[config.mk]
export PLATFORM = sky130hd
export DESIGN_NAME = prch_top
export DESIGN_NICKNAME = d
export VERILOG_FILES = /design/src/rtl/prch_pkg.sv /design/src/rtl/prch_timer.sv /design/src/rtl/prch_top.sv
export SDC_FILE = /design/constraint.sdc
export NUM_CORES = 1
export LEC_CHECK = 0
export ABC_AREA = 1
export BUFFER_PORTS_ARGS = -buffer_cell sky130_fd_sc_hd__buf_4
export CAP_MARGIN = 20
export CORE_ASPECT_RATIO = 1.25
export CORE_UTILIZATION = 30
export CTS_BUF_LIST = sky130_fd_sc_hd__clkbuf_4
export DETAILED_ROUTE_END_ITERATION = 8
export PLACE_DENSITY = 0.48
export SKIP_CTS_REPAIR_TIMING = 1
export SYNTH_ARGS = -nofsm -noshare
export SYNTH_HDL_FRONTEND = slang
export SYNTH_SLANG_ARGS = --single-unit
[constraint.sdc]
create_clock -name CORE_CLK_IN -period 4.2 [get_ports CORE_CLK_IN]
set_clock_uncertainty 0.05 [all_clocks]
set_input_delay 0 -clock CORE_CLK_IN [delete_from_list [all_inputs] [get_ports CORE_CLK_IN]]
set_output_delay 0 -clock CORE_CLK_IN [all_outputs]
set_load 0.01 [all_outputs]
[src/rtl/prch_pkg.sv]
package prch_pkg;

    // Command mailbox opcodes
    localparam logic [7:0] OP_POWER_OFF = 8'h80;
    localparam logic [7:0] OP_SOFT_RESET = 8'h81;
    localparam logic [7:0] OP_HARD_RESET = 8'h82;
    localparam logic [7:0] OP_KEEP_ON = 8'h83;
    localparam logic [7:0] OP_DELAYED_OFF = 8'h84;

    // Passwords
    localparam logic [7:0] PW_POWER_OFF = 8'hb2;
    localparam logic [7:0] PW_SOFT_RESET = 8'hb3;
    localparam logic [7:0] PW_HARD_RESET = 8'hb4;

    localparam int STATUS_BIT = 0;
    localparam int KEEP_BIT = 0;
    localparam logic [7:0] RESP_RESET = 8'h00;

    // Timing at 40 MHz
    localparam int CLK_HZ = 40000000;
    localparam int KEEP_WINDOW_S = 5;
    localparam int DELAY_OFF_MS = 30;
    localparam int KEEP_WINDOW_CYC = KEEP_WINDOW_S * CLK_HZ;
    localparam int DELAY_OFF_CYC = DELAY_OFF_MS * (CLK_HZ / 1000);
    localparam int SOFT_RST_CYC = 16;

    typedef struct packed {
        logic power_off;
        logic soft_reset;
        logic hard_reset;
    } prch_action_s;

    typedef enum logic [1:0] {
        ST_ON,
        ST_DELAY,
        ST_OFF
    } prch_state_e;

endpackage

[src/rtl/prch_timer.sv]
`timescale 1ns/1ps
module prch_timer import prch_pkg::*; #(
    parameter int WIDTH = 32
) (
    input wire logic clk_in,
    input wire logic nrst_in,
    input wire logic start_in,
    input wire logic stop_in,
    input wire logic [WIDTH-1:0] load_in,
    output logic expired_out,
    output logic running_out
);
    logic [WIDTH-1:0] cnt_q;
    logic run_q;

    assign running_out = run_q;
    assign expired_out = run_q && (cnt_q == '0) && !stop_in;

    always_ff @(posedge clk_in) begin
        if (!nrst_in || stop_in) begin
            cnt_q <= '0;
            run_q <= 1'b0;
        end else if (start_in) begin
            cnt_q <= load_in;
            run_q <= 1'b1;
        end else if (run_q) begin
            if (cnt_q == '0) begin
                run_q <= 1'b0;
            end else begin
                cnt_q <= cnt_q - 1'b1;
            end
        end
    end
endmodule

[src/rtl/prch_top.sv]
//////////////////////////////////////////////////////////////////////////////
// Behaviour
// - Off opcode with off password powers off immediately.
// - Wrong password on off, delayed off, soft or hard reset: no action.
// - Off status bit 0: 0 good password, 1 wrong.
// - Soft reset opcode with password: registers default, reset line asserted.
// - Soft reset status bit 0: 0 good password, 1 wrong.
// - Hard reset opcode with password: supplies off then full power-on; the code only pulses HARD_RESET_OUT for one cycle.
// - Hard reset status bit 0: 0 good password, 1 wrong.
// - Without keep latch, power off five seconds after reset line rises.
// - Keep latch, once set, ignores writes until next power cycle.
// - Delayed off opcode with off password: off state 30 ms later.
// - Delayed off status bit 0: 0 good password, 1 wrong.
//////////////////////////////////////////////////////////////////////////////
`timescale 1ns/1ps
module prch_top import prch_pkg::*; #(
    parameter int KEEP_CYC = KEEP_WINDOW_CYC,
    parameter int DELAY_CYC = DELAY_OFF_CYC
) (
    input wire logic CORE_CLK_IN,
    input wire logic NRST_IN,
    input wire logic CMD_VALID_IN,
    input wire logic [7:0] COMMAND_OUT_MAILBOX_IN,
    input wire logic [7:0] COMMAND_DATA_OUT_BYTE0_IN,
    input wire logic RST_LINE_HIGH_IN,
    output logic RESP_VALID_OUT,
    output logic [7:0] RESPONSE_MAILBOX_OUT,
    output logic [7:0] RESPONSE_DATA_IN_BYTE0_OUT,
    output logic POWER_OFF_OUT,
    output logic HARD_RESET_OUT,
    output logic SOFT_RESET_OUT,
    output logic KEEP_POWERED_LATCH_OUT,
    output logic [1:0] STATE_OUT
);
    //////////////////////////////////////////////////////////////////////////
    function automatic logic known_op(input logic [7:0] op);
        return op inside {OP_POWER_OFF, OP_SOFT_RESET, OP_HARD_RESET,
                          OP_KEEP_ON, OP_DELAYED_OFF};
    endfunction

    prch_state_e state_q, state_d;
    prch_action_s act;
    logic [7:0] resp_q, data_q, data_d;
    logic rv_q, keep_q, poff_q, hrst_q, srst_q, rst_seen_q;
    logic [7:0] srst_cnt_q;
    logic cmd_ok, pw_bad, known, keep_exp, dly_exp, rst_rise;
    logic [7:0] op, dat;

    assign op = COMMAND_OUT_MAILBOX_IN;
    assign dat = COMMAND_DATA_OUT_BYTE0_IN;
    assign known = known_op(op);
    // Commands are ignored outside ST_ON (delayed off or off) or in a soft reset pulse
    assign cmd_ok = CMD_VALID_IN && (state_q == ST_ON) && !srst_q;
    assign act.power_off = cmd_ok && op == OP_POWER_OFF && dat == PW_POWER_OFF;
    assign act.soft_reset = cmd_ok && op == OP_SOFT_RESET
                            && dat == PW_SOFT_RESET;
    assign act.hard_reset = cmd_ok && op == OP_HARD_RESET
                            && dat == PW_HARD_RESET;
    assign pw_bad = !(act.power_off || act.soft_reset || act.hard_reset
                      || (op == OP_DELAYED_OFF && dat == PW_POWER_OFF));
    assign data_d = (op == OP_KEEP_ON) ? 8'h00 : {7'h00, pw_bad};
    assign rst_rise = RST_LINE_HIGH_IN && !rst_seen_q;

    //////////////////////////////////////////////////////////////////////////
    // keep window timer
    prch_timer #(.WIDTH(32)) u_keep (
        .clk_in(CORE_CLK_IN),
        .nrst_in(NRST_IN),
        .start_in(rst_rise && !keep_q),
        .stop_in(keep_q || state_q == ST_OFF),
        .load_in(32'(KEEP_CYC - 1)),
        .expired_out(keep_exp),
        .running_out()
    );

    prch_timer #(.WIDTH(32)) u_dly (
        .clk_in(CORE_CLK_IN),
        .nrst_in(NRST_IN),
        .start_in(cmd_ok && op == OP_DELAYED_OFF && dat == PW_POWER_OFF),
        .stop_in(state_q == ST_OFF),
        .load_in(32'(DELAY_CYC - 1)),
        .expired_out(dly_exp),
        .running_out()
    );

    //////////////////////////////////////////////////////////////////////////
    always_comb begin
        state_d = state_q;
        unique case (state_q)
            ST_ON: begin
                if (act.power_off || keep_exp) begin
                    state_d = ST_OFF;
                end else if (cmd_ok && op == OP_DELAYED_OFF
                             && dat == PW_POWER_OFF) begin
                    state_d = ST_DELAY;
                end
            end
            ST_DELAY: begin
                if (dly_exp) begin
                    state_d = ST_OFF;
                end
            end
            ST_OFF: state_d = ST_OFF;
        endcase
    end

    always_ff @(posedge CORE_CLK_IN) begin
        if (!NRST_IN) begin
            state_q <= ST_ON;
            keep_q <= 1'b0;
            rst_seen_q <= 1'b0;
        end else begin
            state_q <= state_d;
            rst_seen_q <= rst_seen_q | RST_LINE_HIGH_IN;
            // latch set once, cleared only by power cycle
            if (cmd_ok && op == OP_KEEP_ON && dat[KEEP_BIT]) begin
                keep_q <= 1'b1;
            end
        end
    end

    // response echo for known opcodes only
    always_ff @(posedge CORE_CLK_IN) begin
        if (!NRST_IN || act.soft_reset) begin
            resp_q <= RESP_RESET;
            data_q <= RESP_RESET;
            // Soft reset still answers, power-on reset never does
            rv_q <= NRST_IN;
        end else begin
            rv_q <= cmd_ok && known;
            if (cmd_ok && known) begin
                resp_q <= op;
                data_q <= data_d;
            end
        end
    end

    always_ff @(posedge CORE_CLK_IN) begin
        if (!NRST_IN) begin
            srst_q <= 1'b0;
            hrst_q <= 1'b0;
            srst_cnt_q <= 8'h00;
        end else begin
            hrst_q <= act.hard_reset;
            if (act.soft_reset) begin
                srst_q <= 1'b1;
                srst_cnt_q <= 8'(SOFT_RST_CYC - 1);
            end else if (srst_cnt_q != 8'h00) begin
                srst_cnt_q <= srst_cnt_q - 8'h01;
            end else begin
                srst_q <= 1'b0;
            end
        end
    end

    assign poff_q = (state_q == ST_OFF);
    assign RESP_VALID_OUT = rv_q;
    assign RESPONSE_MAILBOX_OUT = resp_q;
    assign RESPONSE_DATA_IN_BYTE0_OUT = data_q;
    assign POWER_OFF_OUT = poff_q;
    assign HARD_RESET_OUT = hrst_q;
    assign SOFT_RESET_OUT = srst_q;
    assign KEEP_POWERED_LATCH_OUT = keep_q;
    assign STATE_OUT = state_q;

    //////////////////////////////////////////////////////////////////////////
    property p_off_now;
        @(posedge CORE_CLK_IN) disable iff (!NRST_IN)
        act.power_off |=> POWER_OFF_OUT;
    endproperty
    a_off_now: assert property (p_off_now)
        else $error("power off not immediate");

    property p_bad_pw;
        @(posedge CORE_CLK_IN) disable iff (!NRST_IN)
        (cmd_ok && op == OP_POWER_OFF && dat != PW_POWER_OFF
         && !keep_exp && state_q == ST_ON) |=> !POWER_OFF_OUT;
    endproperty
    a_bad_pw: assert property (p_bad_pw)
        else $error("wrong password acted");

    property p_off_stat;
        @(posedge CORE_CLK_IN) disable iff (!NRST_IN)
        (cmd_ok && op == OP_POWER_OFF) |=>
            RESPONSE_DATA_IN_BYTE0_OUT[0] == $past(dat != PW_POWER_OFF);
    endproperty
    a_off_stat: assert property (p_off_stat)
        else $error("power off status wrong");

    property p_soft;
        @(posedge CORE_CLK_IN) disable iff (!NRST_IN)
        act.soft_reset |=> SOFT_RESET_OUT && RESPONSE_MAILBOX_OUT == 8'h00;
    endproperty
    a_soft: assert property (p_soft)
        else $error("soft reset missing");

    property p_soft_stat;
        @(posedge CORE_CLK_IN) disable iff (!NRST_IN)
        (cmd_ok && op == OP_SOFT_RESET && dat != PW_SOFT_RESET) |=>
            RESPONSE_DATA_IN_BYTE0_OUT == 8'h01 && !SOFT_RESET_OUT;
    endproperty
    a_soft_stat: assert property (p_soft_stat)
        else $error("soft reset status wrong");

    property p_hard;
        @(posedge CORE_CLK_IN) disable iff (!NRST_IN)
        act.hard_reset |=> HARD_RESET_OUT
            ##1 (HARD_RESET_OUT == $past(act.hard_reset));
    endproperty
    a_hard: assert property (p_hard)
        else $error("hard reset pulse wrong");

    property p_hard_stat;
        @(posedge CORE_CLK_IN) disable iff (!NRST_IN)
        (cmd_ok && op == OP_HARD_RESET) |=>
            RESPONSE_DATA_IN_BYTE0_OUT[0] == $past(dat != PW_HARD_RESET)
            && RESPONSE_DATA_IN_BYTE0_OUT[0] == !HARD_RESET_OUT;
    endproperty
    a_hard_stat: assert property (p_hard_stat)
        else $error("hard reset status wrong");

    property p_keep_exp;
        @(posedge CORE_CLK_IN) disable iff (!NRST_IN)
        (keep_exp && state_q == ST_ON) |=> POWER_OFF_OUT;
    endproperty
    a_keep_exp: assert property (p_keep_exp)
        else $error("keep window expiry ignored");

    property p_keep_sticky;
        @(posedge CORE_CLK_IN) disable iff (!NRST_IN)
        KEEP_POWERED_LATCH_OUT |=> KEEP_POWERED_LATCH_OUT;
    endproperty
    a_keep_sticky: assert property (p_keep_sticky)
        else $error("keep latch cleared");

    property p_dly;
        @(posedge CORE_CLK_IN) disable iff (!NRST_IN)
        $rose(state_q == ST_DELAY) |-> !POWER_OFF_OUT[*8];
    endproperty
    a_dly: assert property (p_dly)
        else $error("delayed off too early");

    property p_dly_stat;
        @(posedge CORE_CLK_IN) disable iff (!NRST_IN)
        (cmd_ok && op == OP_DELAYED_OFF) |=>
            RESPONSE_DATA_IN_BYTE0_OUT[0] == $past(dat != PW_POWER_OFF);
    endproperty
    a_dly_stat: assert property (p_dly_stat)
        else $error("delayed off status wrong");

    property p_echo;
        @(posedge CORE_CLK_IN) disable iff (!NRST_IN)
        (cmd_ok && known && !act.soft_reset) |=>
            RESP_VALID_OUT && RESPONSE_MAILBOX_OUT == $past(op);
    endproperty
    a_echo: assert property (p_echo)
        else $error("opcode not echoed");

    property p_unknown;
        @(posedge CORE_CLK_IN) disable iff (!NRST_IN)
        (CMD_VALID_IN && !known && !keep_exp && !dly_exp) |=>
            !RESP_VALID_OUT && $stable(state_q);
    endproperty
    a_unknown: assert property (p_unknown)
        else $error("unknown opcode acted");

    c_off: cover property (@(posedge CORE_CLK_IN) act.power_off);
    c_dly: cover property (@(posedge CORE_CLK_IN)
        state_q == ST_DELAY ##1 state_q == ST_OFF);
    c_keep: cover property (@(posedge CORE_CLK_IN) $rose(keep_q));
    c_soft: cover property (@(posedge CORE_CLK_IN) act.soft_reset);
endmodule

==> flow_summary.ini, run 1 <==
[outcome]
status = finished, violations left
failed_checks = design-rule violations, negative hold slack

[route]
via_per_inst = 4.60
drt_pass1_iterations = 6
num_vias = 5457
drt_iter0_markers = 245
wire_per_inst_um = 12.8
drt-total-wl_mm = 15.2
ant_nets = 0
route.detailed.drc = 1

[synthesis]
synth_top_family_by_area = simple AND/OR/NAND/NOR gates
ys_ff_latch = 90
seq_area_frac_synth_pct = 31.5
ys_types = 39
synth_area_per_cell_um2 = 6.36
synth.mux.area_fraction_pct = 0
ys_warn_count = 0
synth_compound_gate_area_share_pct = 6.70
synth_fa_ha_area_share_pct = 1.75
yosys.area_share.xor_xnor_pct = 5.52
synth_simple_gate_area_share_pct = 43.9
netlist_instances = 899
synth_area_mm2 = 0.00572

[setup_path]
arrival_ns = 3.03
worstSetupStartpointType = primary input
cp_slowest_cell = dlygate4sd3_1
cpMostUsedCell = dlygate4sd3_1
cp_data_required_time_ns = 4.51
path_cells = dlygate4sd3_1 > buf_4 > inv_1 > nand2_1 > dlygate4sd3_1 > nor2_1 > dlygate4sd3_1 > nand3_2 > nor2_4 > inv_2 > nand2_2 > nor3b_2
crit_fanout = 17
crit_family = buffers and inverters
critPathCaptureType = register
crit_buf_inv = 6
critPathKind = in2reg
crit_path_max_incr_delay_ns = 0.65
rrSetupSlack_ns = 1.79

[run]
max_cap_violations = 0

[clocking]
path_clk_slew_ns = 0.17
cts_tree = built
clock-sinks = 90
cts_root_buffer = clkbuf_4
cts-buffers-inserted = 9
htreeDepth = 3
clock_latency_ns = 0.49
cts_buffer_depth = 2

[floorplan]
die_w_um = 125
die-area_mm2 = 0.0196
io_pins = 43
start_util_pct = 30.6
rows = 56
core-area_mm2 = 0.0187
die_h_um = 156

[global_route]
grt-ovfl-total = 0
grt_pass1_vias = 5169
grt_max_degree = 32
antenna_found_initial = 1
grt_first_pass_wirelength_mm = 25.1
grt_use_total_pct = 16.0

[sta]
fin_crit_ns = 2.72
rsz0062_at_grt = false
max_slew.worst_pin.slew_ns = 1.06
fin_crit_sh_pct = 64.8
finalSetupTns_ns = 0
slew_headroom_pct = 29.6
hold_violations = 1
hold_ws_ns = -0.00846
maxSlewViolCount = 0
setup_viol = 0
fmax_mhz = 368

[final_layout]
layout.cells.non_filler = 1187
area_growth_pct = 13.4
final_common_cell = nand2_1
finalInstanceArea_mm2 = 0.00648
drive_gt1_share_pct = 10.1
nets = 977
final_cell_mix = nand2_1 (221), nor2_1 (164), inv_1 (108)

[placed_design]
place_congestion = 0.844
dpl-instance-area_mm2 = 0.00614
dp_hpwl_mm = 11.7
place_inst = 1151
io_buffer_count = 35

[power_and_ir_drop]
power_density_mw_per_mm2 = 298
vdd_ir_drop_max_mv = 0.260
leakagePower_nw = 3.29

[worst_hold_path]
hp-class = in2reg
## cell type report
cell class              count  area, um^2
diodes                      1        2.50
clock inverters             7        81.3
well taps                 232         290
clock buffers               9        67.6
multi-input cells         676        3340
fillers                  2080       12200
repair buffers             55         460
flip-flops and latches     90        1800
inverters                 117         440
## worst min-delay path: cells and delay by family
family / cells / cell delay [ns]
compound gates: 1 / 0.09
buf+inv: 1 / 0.11
simple gates: 3 / 0.29
## state kept, by name (all words and copies together) (netlist names)
register / flops
RESP_VALID_OUT: 1
RESPONSE_DATA_IN_BYTE0_OUT: 1
srst_cnt_q: 8
u_keep.running_out: 1
rst_seen_q: 1
u_keep.cnt_q: 32
u_dly.cnt_q: 32
KEEP_POWERED_LATCH_OUT: 1
HARD_RESET_OUT: 1
SOFT_RESET_OUT: 1
RESPONSE_MAILBOX_OUT: 8
u_dly.running_out: 1
STATE_OUT: 2
## stage by stage
step | hold slack, ns | setup WS (ns) | utilization (%) | power (W)
after floorplan | 0.0476 | 2.36 | - | 0.00131
after global placement | 0.191 | 1.86 | 32.8 | 0.00142
after detailed placement | 0.203 | 1.81 | 32.8 | 0.00142
after CTS | -0.335 | 1.76 | 33.6 | 0.00195
after global routing | 0.00632 | 1.33 | 34.7 | 0.00207
final | -0.00846 | 1.48 | 34.7 | 0.00193
## routing by layer
layer / vias to the layer above / track usage, % / share of wire (%)
met5: - / 0 / 0
met4: 0 / 5.57 / 1.5
met3: 13 / 2.22 / 2.7
met2: 57 / 29.6 / 51
met1: 2455 / 18.8 / 45
li1: 2932 / - / -
## synthesized netlist by cell type, drive strengths merged
library cell	n	area share, %
nor2	183	14
nand3b	7	0.92
nor3b	3	0.57
ha	8	1.8
o21bai	1	0.13
clkbuf	5	0.33
a21o	2	0.26
nor3	14	1.4
o21a	1	0.13
nand4	32	3.8
or2	1	0.11
inv	115	7.6
xor2	22	3.4
buf	17	2.5
a31oi	2	0.22
clkinv	2	0.15
nand3	81	7.3
xnor2	14	2.1
nand2	229	15
dfxtp	90	32
a21oi	50	4.4
nor2b	1	0.11
conb	1	0.066
o21ai	18	1.6
## logic make-up (layout without fill, tap and decap cells)
logic type	after synthesis	in the layout
AND/OR/NAND/NOR	551	551
flip-flops	90	90
buffers and inverters	139	188
adder cells (fa/ha/maj)	8	8
AO/OA/AOI/OAI	74	74
other	1	8
XOR/XNOR	36	36
## power breakdown
part | switching (W) | internal, W
Clock | 0.000378 | 0.000145
Combinational | 0.000292 | 0.000167
Sequential | 0.0000458 | 0.000902
Total | 0.000716 | 0.00121
## worst paths after layout
check / from / to / cells past startpoint
setup / recovery: COMMAND_OUT_MAILBOX_IN[4] / u_dly.cnt_q[15]$_SDFFE_PP0P_ / 12
hold / removal: COMMAND_OUT_MAILBOX_IN[2] / RESP_VALID_OUT$_DFF_P_ / 5
setup reg to reg: u_keep.running_out$_SDFF_PP0_ / u_keep.cnt_q[20]$_SDFFE_PP0P_ / 5
hold reg to reg: RESPONSE_MAILBOX_OUT[3]$_SDFFE_PP0P_ / RESPONSE_MAILBOX_OUT[3]$_SDFFE_PP0P_ / 2
Note: power is estimated with default switching activity, not from simulation.
==> inputs of run 2 (changes only) <==
==> constraint.sdc (replaced) <==
create_clock -name CORE_CLK_IN -period 2.53 [get_ports CORE_CLK_IN]
set_clock_uncertainty 0.05 [all_clocks]
set_input_delay 0 -clock CORE_CLK_IN [delete_from_list [all_inputs] [get_ports CORE_CLK_IN]]
set_output_delay 0 -clock CORE_CLK_IN [all_outputs]
set_load 0.01 [all_outputs]
==> flow_summary.ini, run 2 (synthesis gave the netlist of run 1 again) <==
[outcome]
status = finished, violations left
failed_checks = design-rule violations, negative hold slack

[setup_path]
worstSetupStartpointType = primary input
cp_slowest_cell = dlygate4sd3_1
reg2reg_to = HARD_RESET_OUT$_SDFF_PN0_
worstReg2RegStart = STATE_OUT[1]$_SDFFE_PN0P_
rrSetupSlack_ns = 0.42
crit_fanout = 8
cp_data_required_time_ns = 2.93
r2r_cells = 9
path_cells = dlygate4sd3_1 > buf_4 > nor2_1 > dlygate4sd3_1 > nand3_1 > dlygate4sd3_1 > nor2_2 > nor2_1 > inv_1 > nor3_1
arrival_ns = 2.68
crit_path_max_incr_delay_ns = 0.56
crit_family = buffers and inverters
cpMostUsedCell = dlygate4sd3_1
crit_start = COMMAND_DATA_OUT_BYTE0_IN[3]
critPathKind = in2reg
critPathCaptureType = register
crit_buf_inv = 5

[worst_hold_path]
hold_depth = 7
hold_end = RESPONSE_DATA_IN_BYTE0_OUT[0]$_SDFFE_PP0P_
worstHoldStart = COMMAND_OUT_MAILBOX_IN[6]
hp-class = in2reg

[final_layout]
nets = 984
final_cell_mix = nand2_1 (221), nor2_1 (164), inv_1 (108)
drive_gt1_share_pct = 10.7
final_common_cell = nand2_1
multi_input_area_mm2 = 0.00334
n_fill_cell = 2067
largest_registers = u_dly.cnt_q: 32 flops, u_keep.cnt_q: 32 flops
ff_latch_area_mm2 = 0.00180
area_growth_pct = 14.2
layout.cells.non_filler = 1196

[floorplan]
rows = 56
core-area_mm2 = 0.0187
io_pins = 43
die_h_um = 156
die-area_mm2 = 0.0196
die_w_um = 125
start_util_pct = 30.6

[run]
max_cap_violations = 0

[power_and_ir_drop]
power.total_w = 0.00320
share_comb_of_total_power_pct = 24.3
power_density_mw_per_mm2 = 490
sw_frac_of_total_pct = 37.2
power.internal_w = 0.00201
clkPwrFrac_pct = 26.7
vdd_ir_drop_max_mv = 0.386
leakagePower_nw = 3.32
p_switching_w = 0.00119
p_seq_share_pct = 49.0

[clocking]
clock-sinks = 90
cts_root_buffer = clkbuf_4
cts_buffer_depth = 2
clock_latency_ns = 0.50
htreeDepth = 3
cts_tree = built
cts-buffers-inserted = 9
path_clk_slew_ns = 0.19

[sta]
setup_ws_ns = 0.249
fin_crit_sh_pct = 90.2
fmax_mhz = 438
maxSlewViolCount = 0
hold_ws_ns = -0.0240
fin_crit_ns = 2.28
setup_viol = 0
hold_violations = 3
rsz0062_at_grt = false
finalSetupTns_ns = 0

[route]
route.detailed.drc = 1
drt_pass1_iterations = 6
num_vias = 5549
ant_nets = 0
wire_per_inst_um = 12.8
drt-total-wl_mm = 15.3
via_per_inst = 4.64
drt_iter0_markers = 225

[placed_design]
place_ws_ns = 0.483
place_congestion = 0.866
io_buffer_count = 35
place_inst = 1158
dp_hpwl_mm = 11.7

[global_route]
grt_pass1_vias = 5155
grt_max_degree = 29
grt_first_pass_wirelength_mm = 25.2
grt_use_total_pct = 16.1
grt-ovfl-total = 0
antenna_found_initial = 1
-- run 2: cell count changes in the layout (fill, tap and decap cells not counted), sizes merged --
cell	delta
diode	+2
inv	+1
clkinv	-2
clkinvlp	+1
buf	+7
-- run 2: worst register-to-register path: cells and delay by family (launching register included) --
| family | cells | cell delay, ns |
|---|---|---|
| buffers and inverters | 3 | 0.78 |
| and+or+nand+nor | 5 | 0.73 |
| adders and majority gates | 1 | 0.16 |
| DFF | 1 | 0.38 |
-- run 2: worst max path at each step --
stage / slack [ns] / endpoint / depth (start not counted)
after CTS: 0.45 / srst_cnt_q[7]$_SDFFE_PP0P_ / 11
after floorplan: 0.69 / u_keep.cnt_q[10]$_SDFFE_PP0P_ / 8
after global routing: 0.13 / srst_cnt_q[7]$_SDFFE_PP0P_ / 10
after detailed placement: 0.48 / srst_cnt_q[7]$_SDFFE_PP0P_ / 11
after global placement: 0.47 / srst_cnt_q[7]$_SDFFE_PP0P_ / 11
final: 0.25 / srst_cnt_q[7]$_SDFFE_PP0P_ / 10
-- run 2: metrics by stage --
step	cell area, um^2	utilization, %
after floorplan	5740	-
after global placement	6200	33.1
after detailed placement	6200	33.1
after CTS	6330	33.8
after global routing	6530	34.9
final	6530	34.9
-- run 2: power groups by stage --
stage / Combinational (W) / Sequential, W / Clock (W)
2_1_floorplan: 0.000595 / 0.00158 / 0
3_3_place_gp: 0.000762 / 0.00160 / 0
3_5_place_dp: 0.000760 / 0.00160 / 0
4_1_cts: 0.000765 / 0.00157 / 0.000890
5_1_grt: 0.000905 / 0.00158 / 0.000944
6_report: 0.000777 / 0.00157 / 0.000854
-- run 2: layout make-up --
cell class | count | share of cell area, %
clock buffers | 9 | 1.04
clock inverters | 7 | 0.997
diodes | 3 | 0.115
multi-input cells | 676 | 51.2
flip-flops and latches | 90 | 27.6
well taps | 232 | 4.45
repair buffers | 62 | 7.86
inverters | 117 | 6.75
-- run 2: per-layer routing --
layer / track usage (%) / share of wire (%)
met3: 2.39 / 3.0
met5: 0 / 0
met4: 5.92 / 1.8
met1: 19.2 / 45
met2: 29.0 / 50
==> inputs of run 3 (changes only) <==
--- a/config.mk
+++ b/config.mk
@@ -5,7 +5,6 @@
 export SDC_FILE = /design/constraint.sdc
 export NUM_CORES = 1
 export LEC_CHECK = 0
-export ABC_AREA = 1
 export BUFFER_PORTS_ARGS = -buffer_cell sky130_fd_sc_hd__buf_4
 export CAP_MARGIN = 20
 export CORE_ASPECT_RATIO = 1.25
==> flow_summary.ini, run 3 <==
[clocking]
cts_buffer_depth = 2
clock_latency_ns = 0.46
path_clk_slew_ns = 0.14
cts_tree = built
htreeDepth = 3
clock-sinks = 90
cts-buffers-inserted = 9
cts_root_buffer = clkbuf_4

[synthesis]
ys_types = 51
async_flop_share_pct = 0
synth_common_cells = dfxtp_1 (90), nor2_1 (61), a21oi_1 (47)
yosysMostFrequentCell = dfxtp_1
synth_area_per_cell_um2 = 8.73
synth_top_family_by_area = simple AND/OR/NAND/NOR gates
synth_area_leaders = dfxtp_1 (42%), xnor2_1 (8.1%), a21oi_1 (5.4%), nor2_1 (5.3%), xor2_1 (5.1%)
ys_warn_count = 0
synth.mux.area_fraction_pct = 0.724
synth_top_area_share_pct = 41.7
synth_compound_gate_area_share_pct = 8.57
ys_ff_latch = 90
yosys.area_share.xor_xnor_pct = 13.2
synth_edf_count = 0
synth.largest_area_cell = dfxtp_1
synth_area_mm2 = 0.00432
netlist_instances = 495
synth_fa_ha_area_share_pct = 2.32
seq_area_frac_synth_pct = 41.7
synth-main-ff-cell = dfxtp_1
synth_simple_gate_area_share_pct = 29.7

[sta]
fmax_mhz = 411
fin_crit_ns = 2.43
fin_crit_sh_pct = 96.1
maxSlewViolCount = 0
hold_violations = 0
rsz0062_at_grt = false
hold_ws_ns = 0.0199
slew_headroom_pct = 48.4
finalSetupTns_ns = 0
max_slew.worst_pin.slew_ns = 0.769
setup_viol = 0
setup_ws_ns = 0.0977

[setup_path]
crit_fanout = 6
path_cells = or3_1 > or4_1 > a311o_1 > buf_4 > or3_1 > a21oi_1
reg2reg_to = u_dly.cnt_q[13]$_SDFFE_PP0P_
arrival_ns = 2.77
cpMostUsedCell = or3_1
cp_slowest_cell = or4_1
critPathKind = reg2reg
worstReg2RegStart = u_dly.cnt_q[5]$_SDFFE_PP0P_
crit_path_max_incr_delay_ns = 0.53
critPathCaptureType = register
cp_data_required_time_ns = 2.87
worstSetupStartpointType = register
rrSetupSlack_ns = 0.1
r2r_cells = 6

[power_and_ir_drop]
clkPwrFrac_pct = 24.6
p_seq_share_pct = 46.3
leakagePower_nw = 1.94
share_comb_of_total_power_pct = 29.2
vdd_ir_drop_max_mv = 0.398
power.internal_w = 0.00247
sw_frac_of_total_pct = 33.6
p_switching_w = 0.00125
power_density_mw_per_mm2 = 722

[final_layout]
finalInstanceArea_mm2 = 0.00514
final_core_util_pct = 36.9
area_growth_pct = 19.1
final_common_cell = dfxtp_1
final_cell_mix = dfxtp_1 (89), nor2_1 (61), buf_4 (57)
n_fill_cell = 1447
drive_gt1_share_pct = 16.0
largest_registers = u_dly.cnt_q: 32 flops, u_keep.cnt_q: 32 flops
nets = 585

[outcome]
status = finished clean

[floorplan]
core-area_mm2 = 0.0139
start_util_pct = 31.0
die_w_um = 109
die_h_um = 136
die-area_mm2 = 0.0149
rows = 48
io_pins = 43

[global_route]
antenna_found_initial = 1
grt_use_total_pct = 13.9
grt_first_pass_wirelength_mm = 16.1
grt_max_degree = 22
grt_pass1_vias = 3424
grt-ovfl-total = 0

[worst_hold_path]
hp-class = in2reg
hold_depth = 4
hold_end = RESPONSE_MAILBOX_OUT[2]$_SDFFE_PP0P_
worstHoldStart = COMMAND_OUT_MAILBOX_IN[2]

[route]
via_per_inst = 4.82
ant_nets = 0
drt-total-wl_mm = 9.60
wire_per_inst_um = 13.0
drt_pass1_iterations = 4
num_vias = 3559
drt_iter0_markers = 104
route.detailed.drc = 0

[placed_design]
place_congestion = 0.786
dpl-instance-area_mm2 = 0.00487
dp_hpwl_mm = 6.85
io_buffer_count = 35
place_ws_ns = 0.0809

[run]
max_cap_violations = 0
## run 3: routing by layer
layer  wire, um  share of wire (%)  global-route usage [%]
met4        213                2.2                    6.67
met3        197                2.1                    2.25
met1       4410                 46                    16.5
met2       4780                 50                    23.9
met5          0                  0                       0
## run 3: power groups by stage
stage	logic, W	registers (W)	clock network, W
floorplan	0.000789	0.00172	0
global placement	0.00106	0.00174	0
detailed placement	0.00108	0.00174	0
CTS	0.00109	0.00172	0.000951
global route	0.00122	0.00174	0.00101
finish	0.00108	0.00172	0.000913
## run 3: cells by family (layout without fill, tap and decap cells)
group | Yosys count | after routing
simple gates | 229 | 229
xor+xnor | 65 | 65
flops | 90 | 90
fa+ha+maj | 8 | 8
mux | 3 | 3
buf+inv | 34 | 95
other cells | 1 | 8
compound gates | 65 | 65
## run 3: area by class of cell
class	instances	area (um^2)	share of cell area [%]
Inverter	12	45.0	0.876
Antenna cell	1	2.50	0.0486
Clock buffer	10	75.1	1.46
Tap cell	175	219	4.26
Timing Repair Buffer	67	528	10.3
Clock inverter	6	81.3	1.58
Multi-Input combinational cell	377	2390	46.5
Sequential cell	90	1800	35.1
## run 3: worst max path at each step
stage                                 from  slack, ns  cells after the start                      endpoint
2_1_floorplan  u_dly.cnt_q[2]$_SDFFE_PP0P_       0.25                      7  u_dly.cnt_q[27]$_SDFFE_PP0P_
3_3_place_gp   u_dly.cnt_q[5]$_SDFFE_PP0P_       0.11                      6  u_dly.cnt_q[13]$_SDFFE_PP0P_
3_5_place_dp   u_dly.cnt_q[5]$_SDFFE_PP0P_       0.08                      6  u_dly.cnt_q[13]$_SDFFE_PP0P_
4_1_cts        u_dly.cnt_q[5]$_SDFFE_PP0P_       0.03                      6  u_dly.cnt_q[13]$_SDFFE_PP0P_
5_1_grt          STATE_OUT[0]$_SDFFE_PN0P_      0.009                      8     HARD_RESET_OUT$_SDFF_PN0_
6_report       u_dly.cnt_q[5]$_SDFFE_PP0P_        0.1                      6  u_dly.cnt_q[13]$_SDFFE_PP0P_
## run 3: metrics by stage
step,total power [W],instances
2_1_floorplan,0.00251,501
5_1_grt,0.00397,738
4_1_cts,0.00375,726
6_report,0.00371,738
3_5_place_dp,0.00283,710
3_3_place_gp,0.00280,710
## run 3: critical path: cells and delay by family (launching register included)
kind                   cells  cell delay (ns)
AOI/OAI and AO/OA          2             0.51
buffers and inverters      1             0.20
DFF                        1             0.37
and+or+nand+nor            3             1.24
